--- src/hw/wds_map.svh ---
// Purpose: Address map, field positions, reset values and timing counts
// Assumes: 100 MHz pclk, APB byte addresses
// Notes:   Definitions only
`ifndef WDS_MAP_SVH
`define WDS_MAP_SVH

// ----------------------------------------
// Register offsets
// ----------------------------------------
`define WDS_ADDR_W 16
`define WDS_OFF_SWITCH 16'h820c
`define WDS_OFF_CTRL 16'h8210
`define WDS_OFF_TIMEOUT 16'h8214
`define WDS_OFF_STATUS 16'h8218
`define WDS_OFF_OPTION 16'h821c
`define WDS_OFF_IRQ_STAT 16'h8220
`define WDS_OFF_IRQ_MASK 16'h8224

// ----------------------------------------
// Field positions
// ----------------------------------------
`define WDS_CTRL_RUN 0
`define WDS_CTRL_ACT 1
`define WDS_CTRL_LOCK 2
`define WDS_CTRL_KICK 3
`define WDS_IRQ_EXPIRY 0
`define WDS_IRQ_SYSRST 1
`define WDS_IRQ_W 2

// ----------------------------------------
// Codes and reset values
// ----------------------------------------
`define WDS_CODE_HW_RESET 8'ha5
`define WDS_CODE_PWR_RESET 8'h5a
// Arbitrary identity value
`define WDS_OPTION_ID 8'h3c
`define WDS_TIMEOUT_RST 3'h0
`define WDS_MASK_RST 2'h0

// ----------------------------------------
// Timing
// ----------------------------------------
`define WDS_CLK_PERIOD_NS 10
`define WDS_TICK_MS 100
`define WDS_T_ODD_MS 100
`define WDS_T_EVEN_MS 1000
`define WDS_T_SEL1_MS 4000
`define WDS_PULSE_NS 160
`define WDS_PULSE_CYC (`WDS_PULSE_NS / `WDS_CLK_PERIOD_NS)
`define WDS_TICK_CYC ((`WDS_TICK_MS * 1000000) / `WDS_CLK_PERIOD_NS)

`endif

--- src/hw/wds_pkg.sv ---
// Purpose: Shared types of the watchdog supervisor
// Assumes: Constants live in wds_map.svh
// Notes:   Types only
package wds_pkg;

  // ----------------------------------------
  // Expiry action
  // ----------------------------------------
  typedef enum logic {
    WDS_ACT_RESET,
    WDS_ACT_NMI
  } wds_action_t;

  // ----------------------------------------
  // Supervisor state
  // ----------------------------------------
  typedef enum logic [1:0] {
    WDS_IDLE,
    WDS_RUN,
    WDS_FIRE
  } wds_state_t;

endpackage : wds_pkg

--- src/hw/wds_timebase.sv ---
// Purpose: Prescaler giving one tick per timeout unit
// Assumes: Synchronous restart input
// Notes:   Restart also zeroes the prescaler, so a kick restarts cleanly
`timescale 1ns/1ps
module wds_timebase #(
  parameter int unsigned CYCLES = 1000
) (
  // Clock and reset
  input wire logic pclk,
  input wire logic presetn,
  // Control
  input wire logic restart,
  // Tick
  output logic tick
);
  logic [31:0] pre_r;

  always_ff @(posedge pclk or negedge presetn) begin
    if (!presetn) begin
      pre_r <= 32'h0;
    end else if (restart || pre_r == CYCLES - 1) begin
      pre_r <= 32'h0;
    end else begin
      pre_r <= pre_r + 32'h1;
    end
  end

  assign tick = !restart && (pre_r == CYCLES - 1);
endmodule : wds_timebase

--- src/hw/wds_top.sv ---
// Purpose: Watchdog supervisor with APB registers
// Assumes: presetn is the power-on reset and is not driven by sys_reset
// Notes:   Expiry flag survives the reset request it causes
`timescale 1ns/1ps
`include "wds_map.svh"
module wds_top import wds_pkg::*; #(
  parameter int unsigned TICK_CYCLES = `WDS_TICK_CYC
) (
  // Clock and reset
  input wire logic pclk,
  input wire logic presetn,
  // APB slave
  input wire logic psel,
  input wire logic penable,
  input wire logic pwrite,
  input wire logic [31:0] paddr,
  input wire logic [31:0] pwdata,
  input wire logic [3:0] pstrb,
  output logic [31:0] prdata,
  output logic pready,
  output logic pslverr,
  // Configuration switch
  input wire logic [3:0] config_switch,
  // System requests
  output logic sys_reset,
  output logic power_reset,
  output logic nmi,
  // Interrupt
  output logic irq
);

  // ----------------------------------------
  // Declarations
  // ----------------------------------------
  logic run_enable_r;
  wds_action_t expiry_action_select_r;
  logic disable_lock_r;
  logic [2:0] timeout_select_r;
  logic expiry_flag_r;
  logic [1:0] irq_stat_r;
  logic [1:0] irq_mask_r;
  logic [11:0] cnt_r;
  logic [11:0] limit;
  logic [4:0] rst_cnt_r;
  logic [4:0] pwr_cnt_r;
  logic [4:0] nmi_cnt_r;
  logic run_q_r;
  wds_state_t state_r;
  logic pready_r;
  logic pslverr_r;
  logic [31:0] prdata_r;
  logic irq_r;
  logic setup_acc;
  logic done;
  logic wr;
  logic wr_ctrl;
  logic wr_opt;
  logic kick;
  logic hw_req;
  logic pwr_req;
  logic tick;
  logic expire;
  logic rearm;
  logic fire_rst;
  logic fire_nmi;
  logic clr_run;
  logic hit;
  logic [31:0] rdata;
  logic [15:0] addr;

  assign addr = paddr[15:0];

  // ----------------------------------------
  // APB handshake
  // ----------------------------------------
  // One wait state keeps read data and pready both flopped
  assign setup_acc = psel && penable && !pready_r;
  assign done = psel && penable && pready_r;
  assign wr = done && pwrite && !pslverr_r && pstrb[0];
  assign wr_ctrl = wr && addr == `WDS_OFF_CTRL;
  assign wr_opt = wr && addr == `WDS_OFF_OPTION;
  assign kick = wr_ctrl && pwdata[`WDS_CTRL_KICK];
  assign hw_req = wr_opt && pwdata[7:0] == `WDS_CODE_HW_RESET;
  assign pwr_req = wr_opt && pwdata[7:0] == `WDS_CODE_PWR_RESET;

  always_comb begin
    hit = 1'b1;
    rdata = 32'h0;
    case (addr)
      `WDS_OFF_SWITCH: rdata = {28'h0, config_switch};
      `WDS_OFF_CTRL: rdata = {29'h0, disable_lock_r,
                              expiry_action_select_r, run_enable_r};
      `WDS_OFF_TIMEOUT: rdata = {29'h0, timeout_select_r};
      `WDS_OFF_STATUS: rdata = {31'h0, expiry_flag_r};
      `WDS_OFF_OPTION: rdata = {24'h0, `WDS_OPTION_ID};
      `WDS_OFF_IRQ_STAT: rdata = {30'h0, irq_stat_r};
      `WDS_OFF_IRQ_MASK: rdata = {30'h0, irq_mask_r};
      default: hit = 1'b0;
    endcase
    // Mirror is read only; a write there is refused
    if (pwrite && addr == `WDS_OFF_SWITCH) begin
      hit = 1'b0;
    end
  end

  always_ff @(posedge pclk or negedge presetn) begin
    if (!presetn) begin
      pready_r <= 1'b0;
      pslverr_r <= 1'b0;
      prdata_r <= 32'h0;
    end else begin
      pready_r <= setup_acc;
      if (setup_acc) begin
        pslverr_r <= !hit;
        prdata_r <= (pwrite || !hit) ? 32'h0 : rdata;
      end else begin
        pslverr_r <= 1'b0;
      end
    end
  end

  // ----------------------------------------
  // Control registers
  // ----------------------------------------
  // A reset request returns the run and lock bits to disarmed,
  // as the rest of the system would see after its reset
  assign clr_run = fire_rst || hw_req || pwr_req;

  always_ff @(posedge pclk or negedge presetn) begin
    if (!presetn) begin
      run_enable_r <= 1'b0;
    end else if (clr_run) begin
      run_enable_r <= 1'b0;
    end else if (wr_ctrl) begin
      if (pwdata[`WDS_CTRL_RUN] || !disable_lock_r) begin
        run_enable_r <= pwdata[`WDS_CTRL_RUN];
      end
    end
  end

  always_ff @(posedge pclk or negedge presetn) begin
    if (!presetn) begin
      disable_lock_r <= 1'b0;
    end else if (clr_run) begin
      disable_lock_r <= 1'b0;
    end else if (wr_ctrl && pwdata[`WDS_CTRL_LOCK]) begin
      disable_lock_r <= 1'b1;
    end
  end

  always_ff @(posedge pclk or negedge presetn) begin
    if (!presetn) begin
      expiry_action_select_r <= WDS_ACT_RESET;
    end else if (wr_ctrl) begin
      expiry_action_select_r <= wds_action_t'(pwdata[`WDS_CTRL_ACT]);
    end
  end

  always_ff @(posedge pclk or negedge presetn) begin
    if (!presetn) begin
      timeout_select_r <= `WDS_TIMEOUT_RST;
    end else if (wr && addr == `WDS_OFF_TIMEOUT) begin
      timeout_select_r <= pwdata[2:0];
    end
  end

  // ----------------------------------------
  // Timeout decode and count
  // ----------------------------------------
  always_comb begin
    int unsigned ms;
    ms = 0;
    if (timeout_select_r == 3'h0) begin
      ms = config_switch[0] ? `WDS_T_ODD_MS : `WDS_T_EVEN_MS;
    end else begin
      ms = `WDS_T_SEL1_MS << (timeout_select_r - 3'h1);
    end
    limit = 12'(ms / `WDS_TICK_MS);
  end

  wds_timebase #(
    .CYCLES(TICK_CYCLES)
  ) u_timebase (
    .pclk(pclk),
    .presetn(presetn),
    .restart(kick || state_r != WDS_RUN),
    .tick(tick)
  );

  // At or past the limit, so a timeout shortened mid-run still fires
  assign expire = state_r == WDS_RUN && tick && cnt_r >= limit - 12'h1;
  assign rearm = run_enable_r && !run_q_r && expiry_flag_r;

  always_ff @(posedge pclk or negedge presetn) begin
    if (!presetn) begin
      cnt_r <= 12'h0;
    end else if (kick || state_r != WDS_RUN || expire) begin
      cnt_r <= 12'h0;
    end else if (tick) begin
      cnt_r <= cnt_r + 12'h1;
    end
  end

  // ----------------------------------------
  // Supervisor state
  // ----------------------------------------
  always_ff @(posedge pclk or negedge presetn) begin
    if (!presetn) begin
      state_r <= WDS_IDLE;
      run_q_r <= 1'b0;
    end else begin
      run_q_r <= run_enable_r;
      case (state_r)
        WDS_IDLE: begin
          if (rearm) begin
            state_r <= WDS_FIRE;
          end else if (run_enable_r) begin
            state_r <= WDS_RUN;
          end
        end
        WDS_RUN: begin
          if (!run_enable_r) begin
            state_r <= WDS_IDLE;
          end else if (expire) begin
            state_r <= WDS_FIRE;
          end
        end
        WDS_FIRE: begin
          state_r <= run_enable_r && !fire_rst ? WDS_RUN : WDS_IDLE;
        end
        default: state_r <= WDS_IDLE;
      endcase
    end
  end

  assign fire_rst = state_r == WDS_FIRE &&
                    expiry_action_select_r == WDS_ACT_RESET;
  assign fire_nmi = state_r == WDS_FIRE &&
                    expiry_action_select_r == WDS_ACT_NMI;

  // ----------------------------------------
  // Expiry flag
  // ----------------------------------------
  // Set wins over a same-cycle clear so an expiry is never lost
  always_ff @(posedge pclk or negedge presetn) begin
    if (!presetn) begin
      expiry_flag_r <= 1'b0;
    end else if (expire) begin
      expiry_flag_r <= 1'b1;
    end else if (hw_req || pwr_req) begin
      expiry_flag_r <= 1'b0;
    end
  end

  // ----------------------------------------
  // Request pulses
  // ----------------------------------------
  // Stretched so slow reset logic sees them
  always_ff @(posedge pclk or negedge presetn) begin
    if (!presetn) begin
      rst_cnt_r <= 5'h0;
    end else if (fire_rst || hw_req) begin
      rst_cnt_r <= 5'(`WDS_PULSE_CYC);
    end else if (rst_cnt_r != 5'h0) begin
      rst_cnt_r <= rst_cnt_r - 5'h1;
    end
  end

  always_ff @(posedge pclk or negedge presetn) begin
    if (!presetn) begin
      pwr_cnt_r <= 5'h0;
    end else if (pwr_req) begin
      pwr_cnt_r <= 5'(`WDS_PULSE_CYC);
    end else if (pwr_cnt_r != 5'h0) begin
      pwr_cnt_r <= pwr_cnt_r - 5'h1;
    end
  end

  always_ff @(posedge pclk or negedge presetn) begin
    if (!presetn) begin
      nmi_cnt_r <= 5'h0;
    end else if (fire_nmi) begin
      nmi_cnt_r <= 5'(`WDS_PULSE_CYC);
    end else if (nmi_cnt_r != 5'h0) begin
      nmi_cnt_r <= nmi_cnt_r - 5'h1;
    end
  end

  always_ff @(posedge pclk or negedge presetn) begin
    if (!presetn) begin
      sys_reset <= 1'b0;
      power_reset <= 1'b0;
      nmi <= 1'b0;
    end else begin
      sys_reset <= fire_rst || hw_req || rst_cnt_r > 5'h1;
      power_reset <= pwr_req || pwr_cnt_r > 5'h1;
      nmi <= fire_nmi || nmi_cnt_r > 5'h1;
    end
  end

  // ----------------------------------------
  // Interrupt status and mask
  // ----------------------------------------
  always_ff @(posedge pclk or negedge presetn) begin
    if (!presetn) begin
      irq_stat_r <= 2'h0;
    end else begin
      for (int i = 0; i < `WDS_IRQ_W; i++) begin
        if (wr && addr == `WDS_OFF_IRQ_STAT && pwdata[i]) begin
          irq_stat_r[i] <= 1'b0;
        end
      end
      // Events placed last so set beats clear
      if (expire) begin
        irq_stat_r[`WDS_IRQ_EXPIRY] <= 1'b1;
      end
      if (fire_rst || hw_req || pwr_req) begin
        irq_stat_r[`WDS_IRQ_SYSRST] <= 1'b1;
      end
    end
  end

  always_ff @(posedge pclk or negedge presetn) begin
    if (!presetn) begin
      irq_mask_r <= `WDS_MASK_RST;
      irq_r <= 1'b0;
    end else begin
      if (wr && addr == `WDS_OFF_IRQ_MASK) begin
        irq_mask_r <= pwdata[1:0];
      end
      irq_r <= |(irq_stat_r & irq_mask_r);
    end
  end

  // ----------------------------------------
  // Outputs
  // ----------------------------------------
  assign pready = pready_r;
  assign pslverr = pslverr_r;
  assign prdata = prdata_r;
  assign irq = irq_r;

endmodule : wds_top

--- config.mk ---
export PLATFORM = sky130hd
export DESIGN_NAME = wds_top
export DESIGN_NICKNAME = d
export VERILOG_FILES = /design/src/hw/wds_pkg.sv /design/src/hw/wds_timebase.sv /design/src/hw/wds_top.sv
export VERILOG_INCLUDE_DIRS = /design/src /design/src/hw
export SDC_FILE = /design/constraint.sdc
export NUM_CORES = 1
export LEC_CHECK = 0
export BUFFER_PORTS_ARGS = -buffer_cell sky130_fd_sc_hd__buf_2
export CAP_MARGIN = 20
export CORE_MARGIN = 1
export CORE_UTILIZATION = 60
export DETAILED_ROUTE_END_ITERATION = 8
export GPL_ROUTABILITY_DRIVEN = 1
export PLACE_DENSITY = 0.92
export SYNTH_ARGS = -nofsm -noshare
export SYNTH_HDL_FRONTEND = slang
export SYNTH_SLANG_ARGS = --single-unit
--- constraint.sdc ---
create_clock -name pclk -period 27.3 [get_ports pclk]
set_input_delay 2.73 -clock pclk [delete_from_list [all_inputs] [get_ports pclk]]
set_output_delay 2.73 -clock pclk [all_outputs]
set_load 0.05 [all_outputs]
==> impl_metrics.toml, run 1 <==
[run_status]
outcome = "finished, final reports clean"

[sta]
setup_viol = 0
setup_ws_ns = 7.018
tightest_slew_ns = 0.9712
post-route-period-util_pct = 74.29
max_slew_margin_pct = 33.58
maxSlewViolCount = 0
rsz0062_at_grt = "no"
period_minus_slack_ns = 20.28
max_clock_freq_ghz = 0.04931
clock_skew_ns = 0.008441
tns_ns = 0
hold_violations = 0

[global_routing]
grt_pass1_vias = 13168
grt_start_max_net_pins = 85
grt_pass1_wl_mm = 64.48
antenna_found_initial = 0
grtUsageTotal_pct = 36.32
grt_overflow = 0

[clock_tree]
cts_sinks = 84
cts_buffer_depth = 2
cts-root-buf = "clkbuf_16"
clock_latency_ns = 0.34
postCtsResizedCells = 0
cts_hold_buf = 0
clkTransAtPathRegs_ns = 0.07
cts_tree = "built"
htree_levels = 3
cts_made_buffers = 9
postCtsSetupBuffers = 0

[placement]
pre_cts_ws_ns = 7.016
detailed_place.area_um2 = 12590
dpl.hpwl_mm = 28.42
portBuffers = 45
gp_congestion = 0.9374

[drt]
drtIter0Drc = 1681
drt_pass1_iterations = 6
ant_nets = 0
via_count = 13724
vias_per_cell = 7.016
drc_errors = 0
routed_wl_mm = 38.91
post_drt_wl_per_cell_um = 19.89

[finish]
layout-drive-gt1-share_pct = 10.20
areaGrowthSynthToFinish_pct = 5.022
n_antenna_cell = 0
final_cell_mix = "nor2_1, nand2_1, a21oi_1"
fin_area_um2 = 13000
final_util_pct = 64.27
fin_nets = 1795
layout_commonest_cell = "nor2_1"

[yosys]
ys_warn_count = 0
ys_types = 122
yosysSeqAreaShare_pct = 16.98
syn-cell-area_um2 = 12380
synth_enable_flop_cells = 0
ys.flop_type = "dfrtp_1"
synth-seq-cells = 84
syn_avg_cell_area_um2 = 7.344
syn_inst = 1686
synthArstFlopShare_pct = 100.0

[die]
die_area_um2 = 21220
dieWidth_um = 145.7
rows = 52
die_h_um = 145.7
start_util_pct = 61.19
core_um2 = 20230
ios = 115

[setup_path]
cpMaxStageDelayCell = "nor2_1"
critical_path_arrival_ns = 20.49
critPathCaptureType = "register"
critical_path_class = "in2reg"
crit_fanout = 22
required_ns = 27.51
cpPeakStageDelay_ns = 0.75
worstSetupStartpointType = "input pin"

[worst_hold_path]
min_path_type = "reg2reg"

[power_and_ir_drop]
ir_worst_vdd_uv = 44.19
p_per_area_nw_per_um2 = 64.60
p_leak_nw = 5.469

[job]
cap_violations = 0
[state kept, by name (all words and copies together) (netlist names)]
| signal | cells |
|---|---|
| cnt_r | 12 |
| disable_lock_r | 1 |
| expiry_action_select_r | 1 |
| expiry_flag_r | 1 |
| irq | 1 |
| irq_mask_r | 2 |
| irq_stat_r | 2 |
| nmi | 1 |
| nmi_cnt_r | 5 |
| power_reset | 1 |
| prdata | 5 |
| pready | 1 |
| pslverr | 1 |
| pwr_cnt_r | 5 |
| rst_cnt_r | 5 |
| run_enable_r | 1 |
| run_q_r | 1 |
| state_r | 2 |
| sys_reset | 1 |
| timeout_select_r | 3 |
| u_timebase.pre_r | 32 |
[Yosys cell counts, drive strengths merged, types with 19 or more instances]
cell type	number	area share, %
a211oi	30	2.1
a21oi	98	4.1
a31oi	24	1.4
and2	27	1.4
and3	30	1.6
buf	59	3.0
clkbuf	40	1.2
dfrtp	84	17
ha	37	3.7
inv	39	1.2
mux2i	30	2.4
nand2	174	5.3
nand3	63	2.6
nand4	36	1.9
nor2	197	6.1
nor2b	19	0.96
nor3	59	2.4
nor4	31	1.9
o211ai	25	1.6
o21ai	95	4.0
or3	35	1.8
xnor2	78	5.6
xor2	39	2.8
[worst max-delay path: cells and delay by family]
family / cells / cell delay (ns)
AO/OA/AOI/OAI: 17 / 5.31
adder cells (fa/ha/maj): 3 / 0.95
multiplexers: 4 / 1.23
XOR/XNOR: 3 / 1.03
AND/OR/NAND/NOR: 23 / 8.10
buffers and inverters: 5 / 1.06
[logic make-up (layout without fill, tap and decap cells)]
family,Yosys count,count (layout),synth area share (%)
buffers and inverters,139,114,5.457
multiplexers,44,44,3.698
AO/OA/AOI/OAI,485,485,28.59
adder cells (fa/ha/maj),39,39,3.901
other,1,26,0.03029
AND/OR/NAND/NOR,777,777,33.01
flip-flops,84,84,16.98
XOR/XNOR,117,117,8.337
[where the power goes]
group	leakage, nW	internal [W]	switching, W
logic	4.15	0.000198	0.000364
registers	1.15	0.000126	0.000000979
clock network	0.178	0.0000994	0.0000523
[layer usage]
layer	GRT usage (%)	up-vias	wire length [um]
met5	0	-	0
met4	17.47	0	1750
met3	3.699	168	3151
met2	61.71	823	18360
met1	46.26	6453	15650
li1	-	6280	-
[final timing paths]
| path | start | end | slack, ns | depth (start not counted) |
|---|---|---|---|---|
| min reg2reg | prdata[3]$_DFFE_PN0P_ | prdata[3]$_DFFE_PN0P_ | 0.47 | 2 |
| max in group asynchronous | presetn | u_timebase.pre_r[31]$_DFF_PN0_ | 24.38 | 2 |
| min | prdata[3]$_DFFE_PN0P_ | prdata[3]$_DFFE_PN0P_ | 0.47 | 2 |
| min in group asynchronous | presetn | pwr_cnt_r[0]$_DFFE_PN0P_ | 2.33 | 1 |
| max reg2reg | timeout_select_r[0]$_DFFE_PN0P_ | cnt_r[10]$_DFFE_PN0P_ | 7.03 | 62 |
| max | config_switch[0] | cnt_r[10]$_DFFE_PN0P_ | 7.02 | 55 |
[metrics by stage]
step | hold slack, ns | cells | total power, W
6_report | 0.4748 | 1956 | 0.0008400
5_1_grt | 0.4947 | 1956 | 0.0008883
4_1_cts | 0.4745 | 1953 | 0.0008199
3_5_place_dp | 0.4584 | 1937 | 0.0006661
3_3_place_gp | 0.4569 | 1937 | 0.0006577
2_1_floorplan | 0.4085 | 1711 | 0.0005599
[final cells by class]
cell class              count  area (um^2)
clock buffers               9        225.2
multi-input cells        1488         9698
flip-flops and latches     84         2102
inverters                  40        150.1
clock inverters             7        147.6
fillers                  1701         7231
repair buffers             58        342.8
well taps                 270        337.8
Note: power is estimated with default switching activity, not from simulation.
==> inputs of run 2 (changes only) <==
Clock period 27.3 ns to 18.69 ns, I/O delays scaled along.
==> run 2 against run 1 <==
Compared with the run above: critical path type is now reg2reg; clock power grew 16%; core utilization increased by 1.2 points; register-to-register slack lost 6.1 ns; critical endpoint is now cnt_r[5]$_DFFE_PN0P_; worst hold slack got worse by 0.0046 ns; largest cell class unchanged; clock skew rose by 0.0027 ns.
==> impl_metrics.toml, run 2 (synthesized netlist as in run 1, its figures left out) <==
[clock_tree]
htree_levels = 3
cts-root-buf = "clkbuf_16"
cts_buffer_depth = 2
cts_made_buffers = 9
cts_tree = "built"
postCtsSetupBuffers = 0
clock_latency_ns = 0.35
clkTransAtPathRegs_ns = 0.07
cts_sinks = 84

[finish]
top_regs = "u_timebase.pre_r (32), cnt_r (12)"
final_cell_mix = "nor2_1, nand2_1, a21oi_1"
layout-drive-gt1-share_pct = 12.57
regMostFlops = "u_timebase.pre_r"
largest_reg_flops = 32
areaGrowthSynthToFinish_pct = 7.044
fin_area_um2 = 13250
final_cells = 1989
fin_nets = 1828
nFillCells = 1660
regArea_um2 = 2103
multi_input_area_um2 = 9786
layout_commonest_cell = "nor2_1"
n_antenna_cell = 0

[die]
die_area_um2 = 21220
dieWidth_um = 145.7
rows = 52
core_um2 = 20230
ios = 115
die_h_um = 145.7
start_util_pct = 61.19

[global_routing]
grt_start_max_net_pins = 85
antenna_found_initial = 0
grt_pass1_vias = 13207
grt_overflow = 0
grt_pass1_wl_mm = 64.48
grtUsageTotal_pct = 36.19

[setup_path]
reg2regPathDepth = 63
critical_path_class = "reg2reg"
regToRegSetupSlack_ns = 0.91
critical_path_arrival_ns = 18.04
crit_buf_inv = 4
required_ns = 18.95
cpLargestDelayFamily = "simple AND/OR/NAND/NOR gates"
r2r-end = "cnt_r[5]$_DFFE_PN0P_"
path_depth = 63
critPathCaptureType = "register"
cp_common_cell = "ha_1"
cpMaxStageDelayCell = "or3_1"
worstSetupStartpointType = "register"
crit_fanout = 24
worstReg2RegStart = "timeout_select_r[0]$_DFFE_PN0P_"
cpPeakStageDelay_ns = 0.64

[worst_hold_path]
whs_endpoint = "prdata[3]$_DFFE_PN0P_"
hp-start = "prdata[3]$_DFFE_PN0P_"
whs_path_depth = 2
min_path_type = "reg2reg"

[sta]
maxSlewViolCount = 0
tns_ns = 0
tightest_slew_ns = 1.005
period_minus_slack_ns = 17.78
setup_viol = 0
clock_skew_ns = 0.01116
max_slew_margin_pct = 31.25
hold_violations = 0
rsz0062_at_grt = "no"
post-route-period-util_pct = 95.15
max_clock_freq_ghz = 0.05623

[drt]
routed_wl_mm = 39.08
post_drt_wl_per_cell_um = 19.65
drtIter0Drc = 1620
drc_errors = 0
vias_per_cell = 7.017
ant_nets = 0
drt_pass1_iterations = 6
via_count = 13957

[placement]
dpl.hpwl_mm = 28.99
detailed_place.area_um2 = 12850
portBuffers = 45
gp_congestion = 1.003
placed_cells = 1972

[run_status]
outcome = "finished, final reports clean"

[power_and_ir_drop]
p_leak_nw = 5.647
p_per_area_nw_per_um2 = 92.46
ir_worst_vdd_uv = 95.40

[job]
cap_violations = 0
-- run 2: changes by cell type in the layout (fill, tap and decap cells not counted), sizes merged --
cell      before  now
inv           40   44
bufinv         4    0
clkinvlp       1    0
clkinv         2    3
buf           58   91
-- run 2: report_power, final --
group	switching, W	internal (W)
clock network	0.0000817	0.0000939
registers	0.00000120	0.000184
logic	0.000544	0.000321
total	0.000627	0.000599
-- run 2: layout make-up --
cell class | count | area share [%]
Sequential cell | 84 | 15.87
Inverter | 40 | 1.133
Clock inverter | 7 | 0.5003
Tap cell | 270 | 2.549
Timing Repair Buffer | 91 | 4.418
Clock buffer | 9 | 1.699
Multi-Input combinational cell | 1488 | 73.83
-- run 2: worst max path at each step --
stage,to,from
2_1_floorplan,cnt_r[10]$_DFFE_PN0P_,timeout_select_r[0]$_DFFE_PN0P_
3_3_place_gp,cnt_r[2]$_DFFE_PN0P_,config_switch[0]
3_5_place_dp,cnt_r[9]$_DFFE_PN0P_,timeout_select_r[0]$_DFFE_PN0P_
4_1_cts,cnt_r[9]$_DFFE_PN0P_,timeout_select_r[0]$_DFFE_PN0P_
5_1_grt,cnt_r[9]$_DFFE_PN0P_,timeout_select_r[0]$_DFFE_PN0P_
6_report,cnt_r[5]$_DFFE_PN0P_,timeout_select_r[0]$_DFFE_PN0P_
-- run 2: per-stage QoR --
step | utilization, % | setup slack [ns] | hold slack (ns) | power, W
3_3_place_gp | 63.52 | 1.242 | 0.4527 | 0.0009870
6_report | 65.50 | 0.9072 | 0.4702 | 0.001225
2_1_floorplan | - | 3.548 | 0.4085 | 0.0008178
4_1_cts | 64.96 | 0.7469 | 0.4770 | 0.001185
3_5_place_dp | 63.52 | 0.8392 | 0.4614 | 0.001008
5_1_grt | 65.50 | 0.006201 | 0.5059 | 0.001297
-- run 2: timing repair --
action | 4_1_cts | 5_1_grt
gates resized for setup | 0 | 15
setup endpoints to repair | 0 | 16
hold buffers | 0 | 0
-- run 2: layer usage --
| metal | routed length (um) | track usage [%] |
|---|---|---|
| met1 | 15500 | 46.40 |
| met2 | 18510 | 60.84 |
| met3 | 3496 | 4.671 |
| met4 | 1567 | 16.37 |
| met5 | 0 | 0 |
-- run 2: worst min-delay path, delay by kind of cell, from the launching register on --
family,cells,cell delay [ns]
AND/OR/NAND/NOR,2,0.10
flip-flops,1,0.35
==> inputs of run 3 (changes only) <==
Settings changed: PLACE_DENSITY 0.92 to 0.86.
==> run 3 against run 2 <==
Compared with the run above: the flow now finishes with violations (DRC); critical endpoint is now cnt_r[2]$_DFFE_PN0P_; sequential share of layout area fell by 0.15 points; fmax rose by 1.8%; clock power rose by 12%; power rose by 1.9%; largest cell class unchanged; combinational power barely moved; register-to-register slack improved by 0.32 ns.
==> impl_metrics.toml, run 3 (synthesized netlist as in run 1, its figures left out) <==
[drt]
drc_errors = 2
routed_wl_mm = 38.02
ant_nets = 0
post_drt_wl_per_cell_um = 19.10
via_count = 13765
drt_pass1_iterations = 9
vias_per_cell = 6.914
drtIter0Drc = 1688

[sta]
period_minus_slack_ns = 17.47
setup_viol = 0
post-route-period-util_pct = 93.46
hold_violations = 0
max_clock_freq_ghz = 0.05725
max_slew_margin_pct = 35.83
maxSlewViolCount = 0
clock_skew_ns = 0.006998
tightest_slew_ns = 0.9382

[setup_path]
worstSetupStartpointType = "register"
critical_path_class = "reg2reg"
cpPeakStageDelay_ns = 0.72
required_ns = 18.96
cp_common_cell = "ha_1"
cpMaxStageDelayCell = "or4_1"
critical_path_arrival_ns = 17.74
cpLargestDelayFamily = "simple AND/OR/NAND/NOR gates"
crit_buf_inv = 4
crit_fanout = 24
critPathCaptureType = "register"

[finish]
fin_nets = 1830
layout-drive-gt1-share_pct = 13.07
nFillCells = 1714
top_regs = "u_timebase.pre_r (32), cnt_r (12)"
n_antenna_cell = 0
regMostFlops = "u_timebase.pre_r"
layout_commonest_cell = "nor2_1"
areaGrowthSynthToFinish_pct = 8.064
final_util_pct = 66.13
regArea_um2 = 2103
largest_reg_flops = 32
final_cell_mix = "nor2_1, nand2_1, a21oi_1"
multi_input_area_um2 = 9846

[clock_tree]
htree_levels = 3
cts_made_buffers = 9
clock_latency_ns = 0.34
cts-root-buf = "clkbuf_16"
cts_sinks = 84
cts_buffer_depth = 2
clkTransAtPathRegs_ns = 0.06
cts_tree = "built"

[global_routing]
antenna_found_initial = 0
grt_pass1_wl_mm = 62.80
grt_overflow = 0
grt_pass1_vias = 12888
grtUsageTotal_pct = 35.20
grt_start_max_net_pins = 85

[die]
die_h_um = 145.7
core_um2 = 20230
ios = 115
dieWidth_um = 145.7
start_util_pct = 61.19
die_area_um2 = 21220
rows = 52

[run_status]
outcome = "finished, violations left"
violations = "DRC"

[power_and_ir_drop]
switching_power_w = 0.0006140
comb_power_share_pct = 69.4
power_w = 0.001248
ir_worst_vdd_uv = 73.18
switching_share_pct = 49.19
p_leak_nw = 5.701
p_int_w = 0.0006342
p_seq_share_pct = 14.8
p_per_area_nw_per_um2 = 93.29
clkPwrFrac_pct = 15.8

[placement]
gp_congestion = 0.9664
dpl.hpwl_mm = 28.50
portBuffers = 45

[worst_hold_path]
min_path_type = "reg2reg"

[job]
cap_violations = 0
-- run 3: changes by cell type in the layout (fill, tap and decap cells not counted), sizes merged --
cell / change
inv: -4
bufinv: +2
clkbuf: +2
buf: +2
-- run 3: per-stage QoR --
stage               cells  area (um^2)  setup WS [ns]   TNS, ns  hold WS (ns)
detailed placement   1970        12840         0.7074         0        0.4541
global placement     1970        12840          1.062         0        0.4496
CTS                  1986        13180         0.7254         0        0.4672
finish               1991        13380          1.223         0        0.4740
global route         1991        13380       -0.01680  -0.01680        0.5004
floorplan            1711        12480          3.548         0        0.4085
-- run 3: area by class of cell --
type	count	share of cell area, %
multi-input combinational	1488	73.58
inverter	40	1.122
timing repair buffer	93	4.545
clock inverter	5	0.6172
tap	270	2.525
sequential	84	15.72
clock buffer	11	1.889
-- run 3: power groups by stage --
stage | logic (W) | registers (W) | clock network (W)
final | 0.000866 | 0.000185 | 0.000197
after global routing | 0.000935 | 0.000185 | 0.000207
after CTS | 0.000811 | 0.000185 | 0.000198
after detailed placement | 0.000805 | 0.000188 | 0
after global placement | 0.000791 | 0.000188 | 0
after floorplan | 0.000628 | 0.000190 | 0
-- run 3: timing repair --
| action | in CTS | in global routing |
|---|---|---|
| endpoints found under the setup margin | 0 | 16 |
| hold buffers | 0 | 0 |
| resized for setup | 0 | 25 |
| setup buffers | 0 | 4 |
-- run 3: path summary, 6_finish.rpt --
path	slack, ns	from	endpoint	depth (start not counted)
worst max register to register	1.22	timeout_select_r[1]$_DFFE_PN0P_	cnt_r[2]$_DFFE_PN0P_	62
worst max-delay path	1.22	timeout_select_r[1]$_DFFE_PN0P_	cnt_r[2]$_DFFE_PN0P_	62
worst min-delay path	0.47	run_enable_r$_DFFE_PN0P_	run_q_r$_DFF_PN0_	0
min in group asynchronous	1.34	presetn	power_reset$_DFF_PN0_	1
worst min register to register	0.47	run_enable_r$_DFFE_PN0P_	run_q_r$_DFF_PN0_	0
max in group asynchronous	16.76	presetn	timeout_select_r[0]$_DFFE_PN0P_	2
-- run 3: worst reg2reg max path: cells and delay by family, from the launching register on --
family                   cells  cell delay (ns)
multiplexers                 2             0.59
AND/OR/NAND/NOR             30             8.42
flip-flops                   1             0.54
buffers and inverters        4             0.64
AO/OA/AOI/OAI               18             5.07
XOR/XNOR                     3             0.61
adder cells (fa/ha/maj)      5             1.52
-- run 3: routing by layer --
| layer | track usage [%] | vias to the layer above | share of wire (%) |
|---|---|---|---|
| met5 | 0 | - | 0 |
| li1 | - | 6354 | - |
| met2 | 59.74 | 752 | 47 |
| met1 | 45.81 | 6537 | 41 |
| met3 | 3.480 | 122 | 8.0 |
| met4 | 14.58 | 0 | 3.6 |
